**src/ptp_params.svh**
```systemverilog
// constants for the pulse-train position front end: offsets, fields, resets, timing
`ifndef PTP_PARAMS_SVH
`define PTP_PARAMS_SVH
// Summary of operation
// - in-position flag when error within range
// - unit select switches range to encoder pulses
// - forward limit clamps positive torque, zero none
// - reverse limit clamps negative torque, zero none
// - three pulse forms, either logic polarity
// - quadrature form counts all four edges
// - filter field picks maximum accepted rate
// - starred settings apply only after apply
// - direction selection swaps ccw and cw mapping
// - each phase gives half of output count
// - output edge rate capped at 4.6 Mpps
// - output mode: direct count, division ratio or gear
// - gear denominator scales output with count
// - division mode divides 131072 by count
// - gear mode multiplies resolution by ratio
// - denominator zero is taken as one

// register offsets (byte addresses)
`define PTP_OFF_INP_RANGE 8'h00
`define PTP_OFF_POS_UNIT 8'h04
`define PTP_OFF_FWD_TLIM 8'h08
`define PTP_OFF_REV_TLIM 8'h0C
`define PTP_OFF_PULSE_FORM 8'h10
`define PTP_OFF_DIR_SEL 8'h14
`define PTP_OFF_ENC_COUNT 8'h18
`define PTP_OFF_ENC_DEN 8'h1C
`define PTP_OFF_ENC_MODE 8'h20
`define PTP_OFF_APPLY 8'h24
`define PTP_OFF_STATUS 8'h28
`define PTP_OFF_CMD_POS 8'h2C
// pulse form field: form digit, logic digit, filter digit
`define PTP_FORM_LSB 0
`define PTP_LOGIC_LSB 4
`define PTP_FILT_LSB 8
// encoder mode field sits in the middle digit
`define PTP_EMODE_LSB 4
// reset values
`define PTP_RST_INP_RANGE 16'h0064
`define PTP_RST_TLIM 7'h64
`define PTP_RST_PULSE_FORM 12'h000
`define PTP_RST_ENC_COUNT 16'h0FA0
`define PTP_RST_ENC_DEN 16'h0001
// motor resolution, counts per revolution
`define PTP_MOTOR_RES 40'h00_0002_0000
// torque units: request full scale 1000, limit in percent
`define PTP_TORQUE_SCALE 16'h000A
// timing
`define PTP_CLK_MHZ 125
`define PTP_ENC_MAX_KPPS 4600
`define PTP_ENC_GAP_CYC ((`PTP_CLK_MHZ * 1000 + `PTP_ENC_MAX_KPPS - 1) / `PTP_ENC_MAX_KPPS)
`define PTP_FILT0_NS 80
`define PTP_FILT1_NS 200
`define PTP_FILT2_NS 500
`define PTP_NS2CYC(ns) (((ns) * `PTP_CLK_MHZ + 999) / 1000)
`endif

```
**src/ptp_pkg.sv**
```systemverilog
// types shared by the pulse-train position front end
`default_nettype none
package ptp_pkg;
  // command pulse input forms
  typedef enum logic [1:0] {
    PTP_FORM_FWD_REV,
    PTP_FORM_PULSE_SIGN,
    PTP_FORM_QUAD
  } ptp_form_t;
  // encoder output scaling modes
  typedef enum logic [1:0] {
    PTP_EMODE_DIRECT,
    PTP_EMODE_DIVIDE,
    PTP_EMODE_SAME,
    PTP_EMODE_GEAR
  } ptp_emode_t;
  // settings that only take effect at apply
  typedef struct packed {
    logic [11:0] pulse_form;
    logic dir_sel;
    logic [15:0] enc_count;
    logic [15:0] enc_den;
    logic [1:0] enc_mode;
  } ptp_latched_t;
  // software register port
  typedef struct packed {
    logic [7:0] addr;
    logic [31:0] wdata;
    logic wr;
    logic rd;
  } ptp_bus_t;
endpackage : ptp_pkg
`default_nettype wire

```
**src/ptp_top.sv**
```systemverilog
// pulse-train position front end: settings, in-position, torque clamp, encoder re-output
`timescale 1ns/1ps
`default_nettype none
`include "ptp_params.svh"
module ptp_top (
  input wire logic clk_sys,
  input wire logic rst,
  // register port
  input wire logic [7:0] reg_addr,
  input wire logic [31:0] reg_wdata,
  input wire logic reg_wr,
  input wire logic reg_rd,
  output logic [31:0] reg_rdata,
  // command pulse pins
  input wire logic cmd_pin_a,
  input wire logic cmd_pin_b,
  // position error from the control loop
  input wire logic signed [31:0] pos_err_cmd,
  input wire logic signed [31:0] pos_err_enc,
  // torque request, full scale 1000, ccw positive
  input wire logic signed [15:0] torque_req,
  // motor encoder count pulses
  input wire logic motor_step_up,
  input wire logic motor_step_dn,
  // outputs
  output logic in_position_flag,
  output logic signed [15:0] torque_out,
  output logic cmd_ccw_step,
  output logic cmd_cw_step,
  output logic enc_a,
  output logic enc_b
);
  localparam logic [5:0] ENC_GAP = 6'(`PTP_ENC_GAP_CYC);

  ptp_pkg::ptp_bus_t bus; // bundled register request
  ptp_pkg::ptp_latched_t pend_ff; // written, not yet in use
  ptp_pkg::ptp_latched_t act_ff; // in use
  logic [15:0] inp_range_ff; // in-position range
  logic pos_unit_ff; // 1: range in encoder pulses
  logic [6:0] fwd_tlim_ff; // percent
  logic [6:0] rev_tlim_ff; // percent
  logic signed [31:0] cmd_pos_ff; // command position, ccw positive
  logic [31:0] rdata_ff;
  logic in_pos_ff;
  logic signed [15:0] torque_ff;
  logic ccw_ff;
  logic cw_ff;
  logic dec_fwd; // decoded forward pulse
  logic dec_rev; // decoded reverse pulse
  logic apply_req; // apply written this cycle

  assign bus = '{addr: reg_addr, wdata: reg_wdata, wr: reg_wr, rd: reg_rd};

  // address match, used by write and read paths
  function automatic logic hit(input logic [7:0] a, input logic [7:0] off);
    hit = (a == off);
  endfunction : hit

  // torque limit write saturates at 100 percent
  function automatic logic [6:0] lim_pct(input logic [31:0] d);
    lim_pct = (d > 32'h0000_0064) ? `PTP_RST_TLIM : d[6:0];
  endfunction : lim_pct

  // live settings, used at once
  always_ff @(posedge clk_sys or posedge rst) begin
    if (rst) begin
      inp_range_ff <= `PTP_RST_INP_RANGE;
      pos_unit_ff <= 1'b0;
      fwd_tlim_ff <= `PTP_RST_TLIM;
      rev_tlim_ff <= `PTP_RST_TLIM;
    end else if (bus.wr) begin
      if (hit(bus.addr, `PTP_OFF_INP_RANGE)) begin
        inp_range_ff <= bus.wdata[15:0];
      end else if (hit(bus.addr, `PTP_OFF_POS_UNIT)) begin
        pos_unit_ff <= bus.wdata[0];
      end else if (hit(bus.addr, `PTP_OFF_FWD_TLIM)) begin
        fwd_tlim_ff <= lim_pct(bus.wdata);
      end else if (hit(bus.addr, `PTP_OFF_REV_TLIM)) begin
        rev_tlim_ff <= lim_pct(bus.wdata);
      end
    end
  end

  // pending copies of settings that wait for apply
  always_ff @(posedge clk_sys or posedge rst) begin
    if (rst) begin
      pend_ff.pulse_form <= `PTP_RST_PULSE_FORM;
      pend_ff.dir_sel <= 1'b0;
      pend_ff.enc_count <= `PTP_RST_ENC_COUNT;
      pend_ff.enc_den <= `PTP_RST_ENC_DEN;
      pend_ff.enc_mode <= 2'h0;
    end else if (bus.wr) begin
      if (hit(bus.addr, `PTP_OFF_PULSE_FORM)) begin
        pend_ff.pulse_form <= bus.wdata[11:0];
      end else if (hit(bus.addr, `PTP_OFF_DIR_SEL)) begin
        pend_ff.dir_sel <= bus.wdata[0];
      end else if (hit(bus.addr, `PTP_OFF_ENC_COUNT)) begin
        pend_ff.enc_count <= bus.wdata[15:0];
      end else if (hit(bus.addr, `PTP_OFF_ENC_DEN)) begin
        pend_ff.enc_den <= bus.wdata[15:0];
      end else if (hit(bus.addr, `PTP_OFF_ENC_MODE)) begin
        pend_ff.enc_mode <= bus.wdata[`PTP_EMODE_LSB +: 2];
      end
    end
  end

  assign apply_req = bus.wr & hit(bus.addr, `PTP_OFF_APPLY) & bus.wdata[0];

  // active copies change only at reset or apply, standing in for a power cycle
  always_ff @(posedge clk_sys or posedge rst) begin
    if (rst) begin
      act_ff.pulse_form <= `PTP_RST_PULSE_FORM;
      act_ff.dir_sel <= 1'b0;
      act_ff.enc_count <= `PTP_RST_ENC_COUNT;
      act_ff.enc_den <= `PTP_RST_ENC_DEN;
      act_ff.enc_mode <= 2'h0;
    end else if (apply_req) begin
      act_ff <= pend_ff;
    end
  end

  // read path, data one cycle after the strobe, unmapped reads zero
  always_ff @(posedge clk_sys or posedge rst) begin
    if (rst) begin
      rdata_ff <= 32'h0000_0000;
    end else if (!bus.rd) begin
      rdata_ff <= 32'h0000_0000;
    end else if (hit(bus.addr, `PTP_OFF_INP_RANGE)) begin
      rdata_ff <= {16'h0000, inp_range_ff};
    end else if (hit(bus.addr, `PTP_OFF_POS_UNIT)) begin
      rdata_ff <= {31'h0000_0000, pos_unit_ff};
    end else if (hit(bus.addr, `PTP_OFF_FWD_TLIM)) begin
      rdata_ff <= {25'h000_0000, fwd_tlim_ff};
    end else if (hit(bus.addr, `PTP_OFF_REV_TLIM)) begin
      rdata_ff <= {25'h000_0000, rev_tlim_ff};
    end else if (hit(bus.addr, `PTP_OFF_PULSE_FORM)) begin
      rdata_ff <= {20'h0_0000, pend_ff.pulse_form};
    end else if (hit(bus.addr, `PTP_OFF_DIR_SEL)) begin
      rdata_ff <= {31'h0000_0000, pend_ff.dir_sel};
    end else if (hit(bus.addr, `PTP_OFF_ENC_COUNT)) begin
      rdata_ff <= {16'h0000, pend_ff.enc_count};
    end else if (hit(bus.addr, `PTP_OFF_ENC_DEN)) begin
      rdata_ff <= {16'h0000, pend_ff.enc_den};
    end else if (hit(bus.addr, `PTP_OFF_ENC_MODE)) begin
      rdata_ff <= {26'h000_0000, pend_ff.enc_mode, 4'h0};
    end else if (hit(bus.addr, `PTP_OFF_STATUS)) begin
      // status: flag, pending differs from active, active form and mode
      rdata_ff <= {14'h0000, act_ff.enc_mode, act_ff.dir_sel, act_ff.pulse_form,
                   1'b0, (pend_ff != act_ff), in_pos_ff};
    end else if (hit(bus.addr, `PTP_OFF_CMD_POS)) begin
      rdata_ff <= cmd_pos_ff;
    end else begin
      rdata_ff <= 32'h0000_0000;
    end
  end

  // command pulse decode runs on the latched form only
  ptp_cmd_decoder u_dec (
    .clk_sys(clk_sys),
    .rst(rst),
    .pin_a(cmd_pin_a),
    .pin_b(cmd_pin_b),
    .form_cfg(act_ff.pulse_form),
    .fwd_pulse(dec_fwd),
    .rev_pulse(dec_rev)
  );

  // direction mapping and command position count
  always_ff @(posedge clk_sys or posedge rst) begin
    if (rst) begin
      ccw_ff <= 1'b0;
      cw_ff <= 1'b0;
      cmd_pos_ff <= 32'sh0000_0000;
    end else begin
      // selection 1 swaps both directions
      ccw_ff <= act_ff.dir_sel ? dec_rev : dec_fwd;
      cw_ff <= act_ff.dir_sel ? dec_fwd : dec_rev;
      if (ccw_ff) begin
        cmd_pos_ff <= cmd_pos_ff + 32'sh0000_0001;
      end else if (cw_ff) begin
        cmd_pos_ff <= cmd_pos_ff - 32'sh0000_0001;
      end
    end
  end

  // in-position check on the error magnitude in the chosen unit
  logic signed [31:0] err_sel;
  logic [31:0] err_mag;
  always_comb begin
    err_sel = pos_unit_ff ? pos_err_enc : pos_err_cmd;
    err_mag = err_sel[31] ? 32'(-err_sel) : 32'(err_sel);
  end

  always_ff @(posedge clk_sys or posedge rst) begin
    if (rst) begin
      in_pos_ff <= 1'b0;
    end else begin
      in_pos_ff <= (err_mag <= {16'h0000, inp_range_ff});
    end
  end

  // torque clamp: positive torque covers ccw drive and cw regeneration
  logic signed [16:0] fwd_cap; // fwd_torque_cap in request units
  logic signed [16:0] rev_cap; // rev_torque_cap in request units
  logic signed [16:0] treq;
  always_comb begin
    fwd_cap = 17'(fwd_tlim_ff * `PTP_TORQUE_SCALE);
    rev_cap = 17'(rev_tlim_ff * `PTP_TORQUE_SCALE);
    treq = 17'(torque_req);
  end

  always_ff @(posedge clk_sys or posedge rst) begin
    if (rst) begin
      torque_ff <= 16'sh0000;
    end else if (treq > fwd_cap) begin
      torque_ff <= fwd_cap[15:0];
    end else if (treq < -rev_cap) begin
      torque_ff <= 16'(-rev_cap);
    end else begin
      // a zero limit leaves zero as the only value on its side of the window
      torque_ff <= torque_req;
    end
  end

  // encoder output scaling: edges per motor count is num/den
  logic [39:0] sc_num;
  logic [39:0] sc_den;
  logic [15:0] cnt_eff; // count, zero taken as one
  logic [15:0] den_eff; // denominator, zero taken as one
  always_comb begin
    cnt_eff = (act_ff.enc_count == 16'h0000) ? 16'h0001 : act_ff.enc_count;
    den_eff = (act_ff.enc_den == 16'h0000) ? 16'h0001 : act_ff.enc_den;
    case (act_ff.enc_mode)
      2'h1: begin // division ratio: resolution / count edges per rev
        sc_num = 40'h00_0000_0001;
        sc_den = {24'h00_0000, cnt_eff};
      end
      2'h3: begin // gear: resolution * count / den edges per rev
        sc_num = {24'h00_0000, cnt_eff};
        sc_den = {24'h00_0000, den_eff};
      end
      default: begin // count is edges per rev directly
        sc_num = {24'h00_0000, cnt_eff};
        sc_den = `PTP_MOTOR_RES;
      end
    endcase
  end

  // fractional accumulator turns motor counts into output edges
  logic signed [40:0] acc_ff;
  logic signed [40:0] nxt_acc;
  logic signed [31:0] backlog_ff; // edges owed, signed
  logic signed [31:0] nxt_backlog;
  logic [5:0] gap_ff; // cycles until next edge allowed
  logic [1:0] phase_ff; // quadrature step
  logic edge_go;
  always_comb begin
    nxt_acc = acc_ff;
    if (motor_step_up && !motor_step_dn) begin
      nxt_acc = acc_ff + $signed({1'b0, sc_num});
    end else if (motor_step_dn && !motor_step_up) begin
      nxt_acc = acc_ff - $signed({1'b0, sc_num});
    end
    nxt_backlog = backlog_ff;
    // one edge released per cycle; large gear ratios drain over several cycles
    if (nxt_acc >= $signed({1'b0, sc_den})) begin
      nxt_acc = nxt_acc - $signed({1'b0, sc_den});
      nxt_backlog = nxt_backlog + 32'sh0000_0001;
    end else if (nxt_acc <= -$signed({1'b0, sc_den})) begin
      nxt_acc = nxt_acc + $signed({1'b0, sc_den});
      nxt_backlog = nxt_backlog - 32'sh0000_0001;
    end
    edge_go = (gap_ff == 6'h00) && (backlog_ff != 32'sh0000_0000);
    if (edge_go) begin
      nxt_backlog = backlog_ff[31] ? nxt_backlog + 32'sh0000_0001
                                   : nxt_backlog - 32'sh0000_0001;
    end
  end

  always_ff @(posedge clk_sys or posedge rst) begin
    if (rst) begin
      acc_ff <= 41'sh000_0000_0000;
      backlog_ff <= 32'sh0000_0000;
    end else if (apply_req) begin
      // new scaling starts from a clean fraction
      acc_ff <= 41'sh000_0000_0000;
      backlog_ff <= 32'sh0000_0000;
    end else begin
      acc_ff <= nxt_acc;
      backlog_ff <= nxt_backlog;
    end
  end

  // edge pacing holds the four-edge rate at or below the maximum
  always_ff @(posedge clk_sys or posedge rst) begin
    if (rst) begin
      gap_ff <= 6'h00;
    end else if (edge_go) begin
      gap_ff <= ENC_GAP - 6'h01;
    end else if (gap_ff != 6'h00) begin
      gap_ff <= gap_ff - 6'h01;
    end
  end

  // quadrature stepping: four steps make one a/b cycle
  always_ff @(posedge clk_sys or posedge rst) begin
    if (rst) begin
      phase_ff <= 2'h0;
      enc_a <= 1'b0;
      enc_b <= 1'b0;
    end else begin
      if (edge_go) begin
        phase_ff <= backlog_ff[31] ? phase_ff - 2'h1 : phase_ff + 2'h1;
      end
      // a leads b while counting up
      enc_a <= phase_ff[0] ^ phase_ff[1];
      enc_b <= phase_ff[1];
    end
  end

  assign reg_rdata = rdata_ff;
  assign in_position_flag = in_pos_ff;
  assign torque_out = torque_ff;
  assign cmd_ccw_step = ccw_ff;
  assign cmd_cw_step = cw_ff;
endmodule : ptp_top
`default_nettype wire

```
**src/ptp_cmd_decoder.sv**
```systemverilog
// command pulse decoder: polarity, noise filter and form decode
`timescale 1ns/1ps
`default_nettype none
`include "ptp_params.svh"
module ptp_cmd_decoder (
  input wire logic clk_sys,
  input wire logic rst,
  input wire logic pin_a,
  input wire logic pin_b,
  input wire logic [11:0] form_cfg,
  output logic fwd_pulse,
  output logic rev_pulse
);
  logic [1:0] raw; // polarity corrected inputs
  logic [1:0] clean_ff; // filtered levels
  logic [1:0] prev_ff; // previous filtered levels
  logic [5:0] filt_len; // stable cycles needed
  logic [1:0] form; // selected form
  logic [1:0] rise;

  assign form = form_cfg[`PTP_FORM_LSB +: 2];
  // negative logic inverts both lines before anything else
  assign raw = {pin_b, pin_a} ^ {2{form_cfg[`PTP_LOGIC_LSB]}};

  // lower rate ranges reject wider glitches
  always_comb begin
    case (form_cfg[`PTP_FILT_LSB +: 2])
      2'h1: filt_len = 6'(`PTP_NS2CYC(`PTP_FILT1_NS));
      2'h2: filt_len = 6'(`PTP_NS2CYC(`PTP_FILT2_NS));
      default: filt_len = 6'(`PTP_NS2CYC(`PTP_FILT0_NS));
    endcase
  end

  // one stability filter per line
  genvar gi;
  generate
    for (gi = 0; gi < 2; gi++) begin : g_filt
      logic [5:0] stab_ff; // cycles the line differed from clean
      always_ff @(posedge clk_sys or posedge rst) begin
        if (rst) begin
          stab_ff <= 6'h00;
          clean_ff[gi] <= 1'b0;
        end else if (raw[gi] == clean_ff[gi]) begin
          stab_ff <= 6'h00;
        end else if (stab_ff + 6'h01 >= filt_len) begin
          // level held long enough, accept it
          clean_ff[gi] <= raw[gi];
          stab_ff <= 6'h00;
        end else begin
          stab_ff <= stab_ff + 6'h01;
        end
      end
    end
  endgenerate

  assign rise = clean_ff & ~prev_ff;

  // edge detection and form decode, pulses are registered
  always_ff @(posedge clk_sys or posedge rst) begin
    if (rst) begin
      prev_ff <= 2'h0;
      fwd_pulse <= 1'b0;
      rev_pulse <= 1'b0;
    end else begin
      prev_ff <= clean_ff;
      fwd_pulse <= 1'b0;
      rev_pulse <= 1'b0;
      case (form)
        2'h0: begin // separate forward and reverse trains
          fwd_pulse <= rise[0] & ~rise[1];
          rev_pulse <= rise[1] & ~rise[0];
        end
        2'h1: begin // pulse on a, sign on b
          fwd_pulse <= rise[0] & ~clean_ff[1];
          rev_pulse <= rise[0] & clean_ff[1];
        end
        default: begin // quadrature, every edge counts
          if (clean_ff != prev_ff && ^(clean_ff ^ prev_ff)) begin
            // a leads b when new b equals old a
            fwd_pulse <= (clean_ff[1] == prev_ff[0]);
            rev_pulse <= (clean_ff[1] != prev_ff[0]);
          end
        end
      endcase
    end
  end
endmodule : ptp_cmd_decoder
`default_nettype wire

```
**config.mk**
```make
export PLATFORM = sky130hd
export DESIGN_NAME = ptp_top
export DESIGN_NICKNAME = d
export VERILOG_FILES = /design/src/ptp_pkg.sv /design/src/ptp_top.sv /design/src/ptp_cmd_decoder.sv
export VERILOG_INCLUDE_DIRS = /design/src
export SDC_FILE = /design/constraint.sdc
export NUM_CORES = 1
export LEC_CHECK = 0
export ABC_CLOCK_PERIOD_IN_PS = 16500
export BUFFER_PORTS_ARGS = -buffer_cell sky130_fd_sc_hd__buf_2
export CAP_MARGIN = 5
export CORE_ASPECT_RATIO = 0.5
export CORE_MARGIN = 2
export CORE_UTILIZATION = 39
export DETAILED_ROUTE_END_ITERATION = 10
export GPL_TIMING_DRIVEN = 0
export PLACE_DENSITY = 0.64
export SYNTH_ARGS = -nofsm -noshare
export SYNTH_HDL_FRONTEND = slang
export SYNTH_SLANG_ARGS = --single-unit
```
**constraint.sdc**
```tcl
create_clock -name clk_sys -period 16.5 [get_ports clk_sys]
set_clock_uncertainty 0.1 [all_clocks]
set_input_delay 2.475 -clock clk_sys [delete_from_list [all_inputs] [get_ports clk_sys]]
set_output_delay 2.475 -clock clk_sys [all_outputs]
set_load 0.02 [all_outputs]
```
======== Yosys cells after proc, flatten, opt, wreduce, memory -nomap -nowiden ========
Index checks and enable logic that the tools add are counted.
W data, S select, Z words.
operators by class
  reduce and logical (&&, ||, !) cells .... 27
  multiply operators ...................... 2
  $add $sub $neg .......................... 18
  multiplexer cells ....................... 47
  order comparisons ....................... 8
  bitwise logic cells ..................... 23
  equal/unequal tests ..................... 22
operators with widths
  kind                     count
  $mux W32                 21
  $mux W41                 5
  $add A32 B2 Y32 const B  3
  $sub A32 B2 Y32 const B  3
  $add A41 B41 Y41         2
  $sub A41 B41 Y41         2
  $mux W16                 5
  $ne A47 B47 Y1           1
  $ge A41 B41 Y1           1
  $le A41 B41 Y1           1
  $neg A40 Y41             1
  $mux W6                  6
  $pmux W18 S2             1
  $eq A8 B5 Y1 const B     4
  $eq A8 B6 Y1 const B     4
  $gt A32 B7 Y1 const B    1
  $le A32 B16 Y1           1
  $logic_not A16 Y1        2
  $neg A32 Y32             1
  $reduce_bool A32 Y1      1
  $mul A7 B3 Y10 const B   2
  $lt A16 B17 Y1           1
  $neg A11 Y17             1
  $eq A8 B4 Y1 const B     2
  36 further kinds         75
word-level totals
  register bits after elaboration ......... 309
  word-level logic and storage cells ...... 180

======== Depth between registers and ports, before layout ========
  depth after elaboration ................. 13
  depth in mapped cells ................... 49
  gate-level depth less buffers ........... 44

======== Hierarchy ========
From an unflattened synthesis, not the netlist that was laid out.
unflattened totals
  cell total of the unflattened synthesis .. 3289
  area, all modules ....................... 27142.3 um^2
by module, submodules not included
  module           seq. area each (um^2)  area each (um^2)  times used  cells each
  ptp_top          7310.8                 25972.4           1           3183
  ptp_cmd_decoder  450.4                  1169.9            1           106

======== Worst setup path before layout ========
Ideal clock, no wire load.
  path kind ............................... input port to flip-flop
  start ................................... input motor_step_up
  end ..................................... register backlog_ff[28]
  required time ........................... 16334 ps
  arrival ................................. 9501 ps
  setup time .............................. 66 ps
  path buffers ............................ 5
  stages .................................. 36
  slack ................................... 6833 ps
  cell sequence ........................... nor2b_1 -> clkbuf_1 -> clkbuf_1 -> nor2_1 -> a21oi_1 -> inv_1 -> ha_1 -> nor2b_1 -> o21a_1 -> o21ai_0 -> a21oi_1 -> a211o_1 -> a221oi_1 -> o21a_1 -> o211a_1 -> and4_4 -> a31o_4 -> buf_2 -> buf_2 -> buf_2 -> a31oi_1 -> fa_1 -> a21o_1 -> a21o_1 -> a21o_1 -> a21oi_1 -> o21bai_1 -> a211oi_1 -> o21a_1 -> nor3_1 -> o21ai_0 -> a31o_2 -> o21ba_2 -> nor2_1 -> a2111oi_0 -> a31o_1
between the ends
  word-level cells in the longest chain between the ends .. 11
  elaborated cells on any way between the ends .. 14
  those cells by class .................... add/sub (2); order compare (2); mux (7); reduce/logical (3)
RTL lines
  element                                                    line                            text
  start, declared                                            ptp_top.sv:23                   input wire logic motor_step_up,
  $logic_not A1 Y1                                           ptp_top.sv:261                  end else if (motor_step_dn && !motor_step_up) begin
  $logic_and A1 B1 Y1                                        ptp_top.sv:261
  $mux W41                                                   ptp_top.sv:261
  $mux W41 (*)                                               ptp_top.sv:259                  if (motor_step_up && !motor_step_dn) begin
  $le A41 B41 Y1                                             ptp_top.sv:269                  end else if (nxt_acc <= -$signed({1'b0, sc_den})) begin
  $mux W32                                                   ptp_top.sv:269
  $mux W32 (*)                                               ptp_top.sv:266                  if (nxt_acc >= $signed({1'b0, sc_den})) begin
  $sub A32 B2 Y32 / $add A32 B2 Y32 (equally long branches)  ptp_top.sv:276, ptp_top.sv:275
  $mux W32                                                   ptp_top.sv:275                  nxt_backlog = backlog_ff[31] ? nxt_backlog + 32'sh0000_0001
  $mux W32 (*)                                               ptp_top.sv:274                  if (edge_go) begin
  $mux W32 (*)                                               ptp_top.sv:284                  end else if (apply_req) begin
  end signal, assigned                                       ptp_top.sv:290                  backlog_ff <= nxt_backlog;
  end, declared                                              ptp_top.sv:252                  logic signed [31:0] backlog_ff;
Mark *: on every way between the ends. The rest lies on a longest branch, timed or not.
A chain may end at the register's enable or synchronous reset.

======== Worst setup path after layout ========
  start ................................... register act_ff[1] (netlist bit)
  end ..................................... register backlog_ff[28]
between the ends
  word-level cells in the longest chain between the ends .. 12
  elaborated cells on any way between the ends .. 18
  those cells by class .................... add/sub (5); order compare (2); eq/ne (2); mux (9)
RTL lines
  element                                                    line                            text
  start, declared                                            ptp_top.sv:37                   ptp_pkg::ptp_latched_t act_ff;
  start signal, assigned                                     ptp_top.sv:118                  act_ff <= pend_ff;
  $eq A2 B1 Y1                                               ptp_top.sv:233                  case (act_ff.enc_mode)
  $mux W16                                                   ptp_top.sv:233
  $sub A41 B41 Y41                                           ptp_top.sv:262                  nxt_acc = acc_ff - $signed({1'b0, sc_num});
  $mux W41                                                   ptp_top.sv:261
  $mux W41                                                   ptp_top.sv:259
  $le A41 B41 Y1                                             ptp_top.sv:269
  $mux W32                                                   ptp_top.sv:269
  $mux W32 (*)                                               ptp_top.sv:266
  $sub A32 B2 Y32 / $add A32 B2 Y32 (equally long branches)  ptp_top.sv:276, ptp_top.sv:275
  $mux W32                                                   ptp_top.sv:275
  $mux W32 (*)                                               ptp_top.sv:274
  $mux W32 (*)                                               ptp_top.sv:284
Marked as above.

==> results.yml <==
pwr:
  p_leak_uw: 0.0142
  ir_worst_vdd_uv: 111
  power.density_nw_per_um2: 146
clock_network:
  numCtsBuffers: 31
  postCtsSetupBuffers: 0
  clk_latency_ns: 0.63
  clk_pin_slew_ns: 0.07
  cts_resized: 0
  tritoncts: "built"
  cts_max_level: 1
  clock-sinks: 309
  cts_root_buf: "clkbuf_16"
  cts_max_path_buffers: 3
  cts_hold_buf: 0
setup_path:
  startpoint: "act_ff[1]$_DFFE_PP0P_"
  end_kind: "flip-flop"
  path_max_fanout: 10
  start_kind: "flip-flop"
  r2r_cells: 45
  cpMostUsedCell: "nor2_1"
  path_class: "flip-flop to flip-flop"
  critPathCapture: "backlog_ff[28]$_DFF_PP0_"
  slowest_stage: "nor2_1"
  r2r-start: "act_ff[1]$_DFFE_PP0P_"
  required_ns: 16.96
  max_stage_delay_ns: 0.78
  worstReg2RegEnd: "backlog_ff[28]$_DFF_PP0_"
  r2r_slack_ns: 4.37
  cp.arrival_ns: 12.59
timing:
  slew_violations: 0
  hold_viol: 0
  rsz0062_at_grt: "false"
  fin_ws_ns: 4.37
  setup_tns_ns: 0
  timing.final.crit_period_ns: 12.13
  relSlewSlack_pct: 8.87
  fin_crit_sh_pct: 73.5
  setup_viol: 0
  tightest_slew_ns: 1.37
  timing.fmax_mhz: 82.4
synthesis:
  synthArstFlopShare_pct: 100
  synth-adder-area-share_pct: 12.1
  synth_top_family_by_area: "simple AND/OR/NAND/NOR gates"
  ys.flop_type: "dfrtp_1"
  synth.distinct_cells: 114
  synth_xor_area_share_pct: 7.80
  synthMuxAreaShare_pct: 5.58
  ys_ff_latch: 309
  yosys.area_share.simple_pct: 21.4
  syn-instance-count: 3239
  synth_compound_area_share_pct: 20.5
  yosysSeqAreaShare_pct: 28.5
  yosysWarnings: 0
  synth_edf_count: 0
  synth_area_um2: 27200
  synth_area_per_cell_um2: 8.41
cells_and_area:
  area_growth_pct: 12.3
  antenna_cells: 0
  fin_nets: 3852
  finalInstanceArea_um2: 30600
  drive_gt1_share_pct: 13.1
  seqCellArea_um2: 7760
  n_fill_cell: 6799
  multiInputGateArea_um2: 18400
  fin_util_pct: 44.3
floorplanning:
  die_width_um: 378
  fp-row-count: 68
  core_um2: 69000
  io_pins: 181
  die_area_um2: 72100
  initial_utilization_pct: 39.5
  die_height_um: 191
global_routing:
  grt_pass1_wl_um: 140000
  grt_overflow: 0
  grt_usage_pct: 24.3
  grt_pass1_vias: 25000
  grt_max_degree: 129
  antenna_found_initial: 0
flow_run:
  maxCapViolCount: 0
placed_design:
  place_congestion: 0.953
  dp_slack_ns: 4.45
  placed_cell_area_um2: 29400
  io_buffers: 178
  dp_hpwl_um: 69500
drt:
  firstDrtPassIters: 7
  drt-total-wl_um: 89300
  vias: 26000
  drc_errors: 0
  via_per_inst: 5.86
  ant_nets: 0
  drtIter0Drc: 2398
  avgRoutedWirePerCell_um: 20.1
hold_path:
  holdCritStartpoint: "phase_ff[1]$_DFFE_PP0P_"
  worst_hold_path_type: "flip-flop to flip-flop"
run_status:
  status: "finished, final reports clean"
==> metrics by stage <==
step / hold WS [ns] / std cells / total power [uW]
detailed placement: 0.346 / 4376 / 3620
global placement: 0.320 / 4373 / 3560
global route: 0.380 / 4435 / 4820
CTS: 0.370 / 4434 / 4430
finish: 0.362 / 4435 / 4460
floorplan: 0.309 / 3250 / 3010
==> state kept, by name, summed over array words and instances, names as in the netlist, 16 cells and up <==
register and flops:
reg_rdata 32, act_ff 47, acc_ff 41, torque_out 16, inp_range_ff 16, cmd_pos_ff 32
backlog_ff 32, pend_ff 47
==> metal layers <==
layer	vias up	share of wire, %	global-route usage, %
met5	-	0	0
met4	0	2.9	6.83
met3	153	6.5	3.31
met2	879	46	40.5
met1	12700	44	32.9
li1	12200	-	-
==> kinds of logic after synthesis <==
| group | count (synthesis) |
|---|---|
| buf+inv | 287 |
| simple gates | 1182 |
| xor+xnor | 236 |
| compound gates | 826 |
| fa+ha+maj | 259 |
| other cells | 1 |
| flops | 309 |
| mux | 139 |
==> power breakdown <==
part	leakage, uW	internal (uW)	switching, uW	total [uW]
Combinational	0.00975	1040	1520	2560
Clock	0.000536	460	338	798
Sequential	0.00395	922	177	1100
Total	0.0142	2420	2040	4460
==> cells in the final DEF, fill, tap and decap left out, drive strengths merged, types with 10 or more instances in the layout <==
master   netlist  routed
xor2         132     132
o21bai        35      35
nand2b        50      50
ha           251     251
nand4         53      53
a21o          61      61
a22oi         38      38
mux2i         37      37
a211oi        26      26
a31oi         40      40
or2           22      22
nor2b         48      48
o22ai         29      29
o31ai         24      24
o211ai        15      15
and2          35      35
o32ai         19      19
clkbuf       102     142
or3           36      36
o21ai        166     166
and3          49      49
a2111oi       10      10
nand2        398     398
or4           12      12
mux2         102     102
nand3         85      85
nor3b         12      12
a21oi        210     210
xnor2        104     104
nor2         215     215
nor4          47      47
nor3          90      90
inv          155     156
o21a          36      36
dfrtp        286     286
conb           1      12
dfstp         23      23
buf           29     211
==> worst min path at each step <==
stage,end,slack [ns],cells past startpoint
6_report,enc_b$_DFF_PP0_,0.36,0
5_1_grt,enc_b$_DFF_PP0_,0.38,0
4_1_cts,enc_b$_DFF_PP0_,0.37,0
3_5_place_dp,enc_b$_DFF_PP0_,0.35,0
3_3_place_gp,enc_b$_DFF_PP0_,0.32,0
2_1_floorplan,u_dec.prev_ff[0]$_DFF_PP0_,0.31,0
==> synthesized netlist by cell type (87+ instances only) <==
cell | number | area share [%]
inv_1 | 150 | 2.1
nand2_1 | 398 | 5.5
xor2_1 | 132 | 4.2
dfrtp_1 | 286 | 26
xnor2_1 | 98 | 3.2
clkbuf_1 | 101 | 1.4
a21oi_1 | 209 | 3.8
nor2_1 | 214 | 2.9
nor3_1 | 87 | 1.6
mux2_2 | 102 | 4.2
o21ai_0 | 160 | 2.9
ha_1 | 251 | 12
==> layout make-up <==
class	instances	area share (%)
well taps	945	3.87
inverters	156	1.94
clock inverters	18	0.888
repair buffers	182	3.20
multi-input cells	2654	60.2
plain buffers	131	1.73
flip-flops and latches	309	25.4
clock buffers	40	2.78
==> critical path, delay by kind of cell (launching register included) <==
| kind | cells | cell delay [ns] |
|---|---|---|
| buf+inv | 7 | 2.16 |
| xor+xnor | 2 | 0.40 |
| compound gates | 22 | 5.47 |
| simple gates | 11 | 2.39 |
| fa+ha+maj | 3 | 1.16 |
| flops | 1 | 0.38 |
Note: power is estimated with default switching activity, not from simulation.
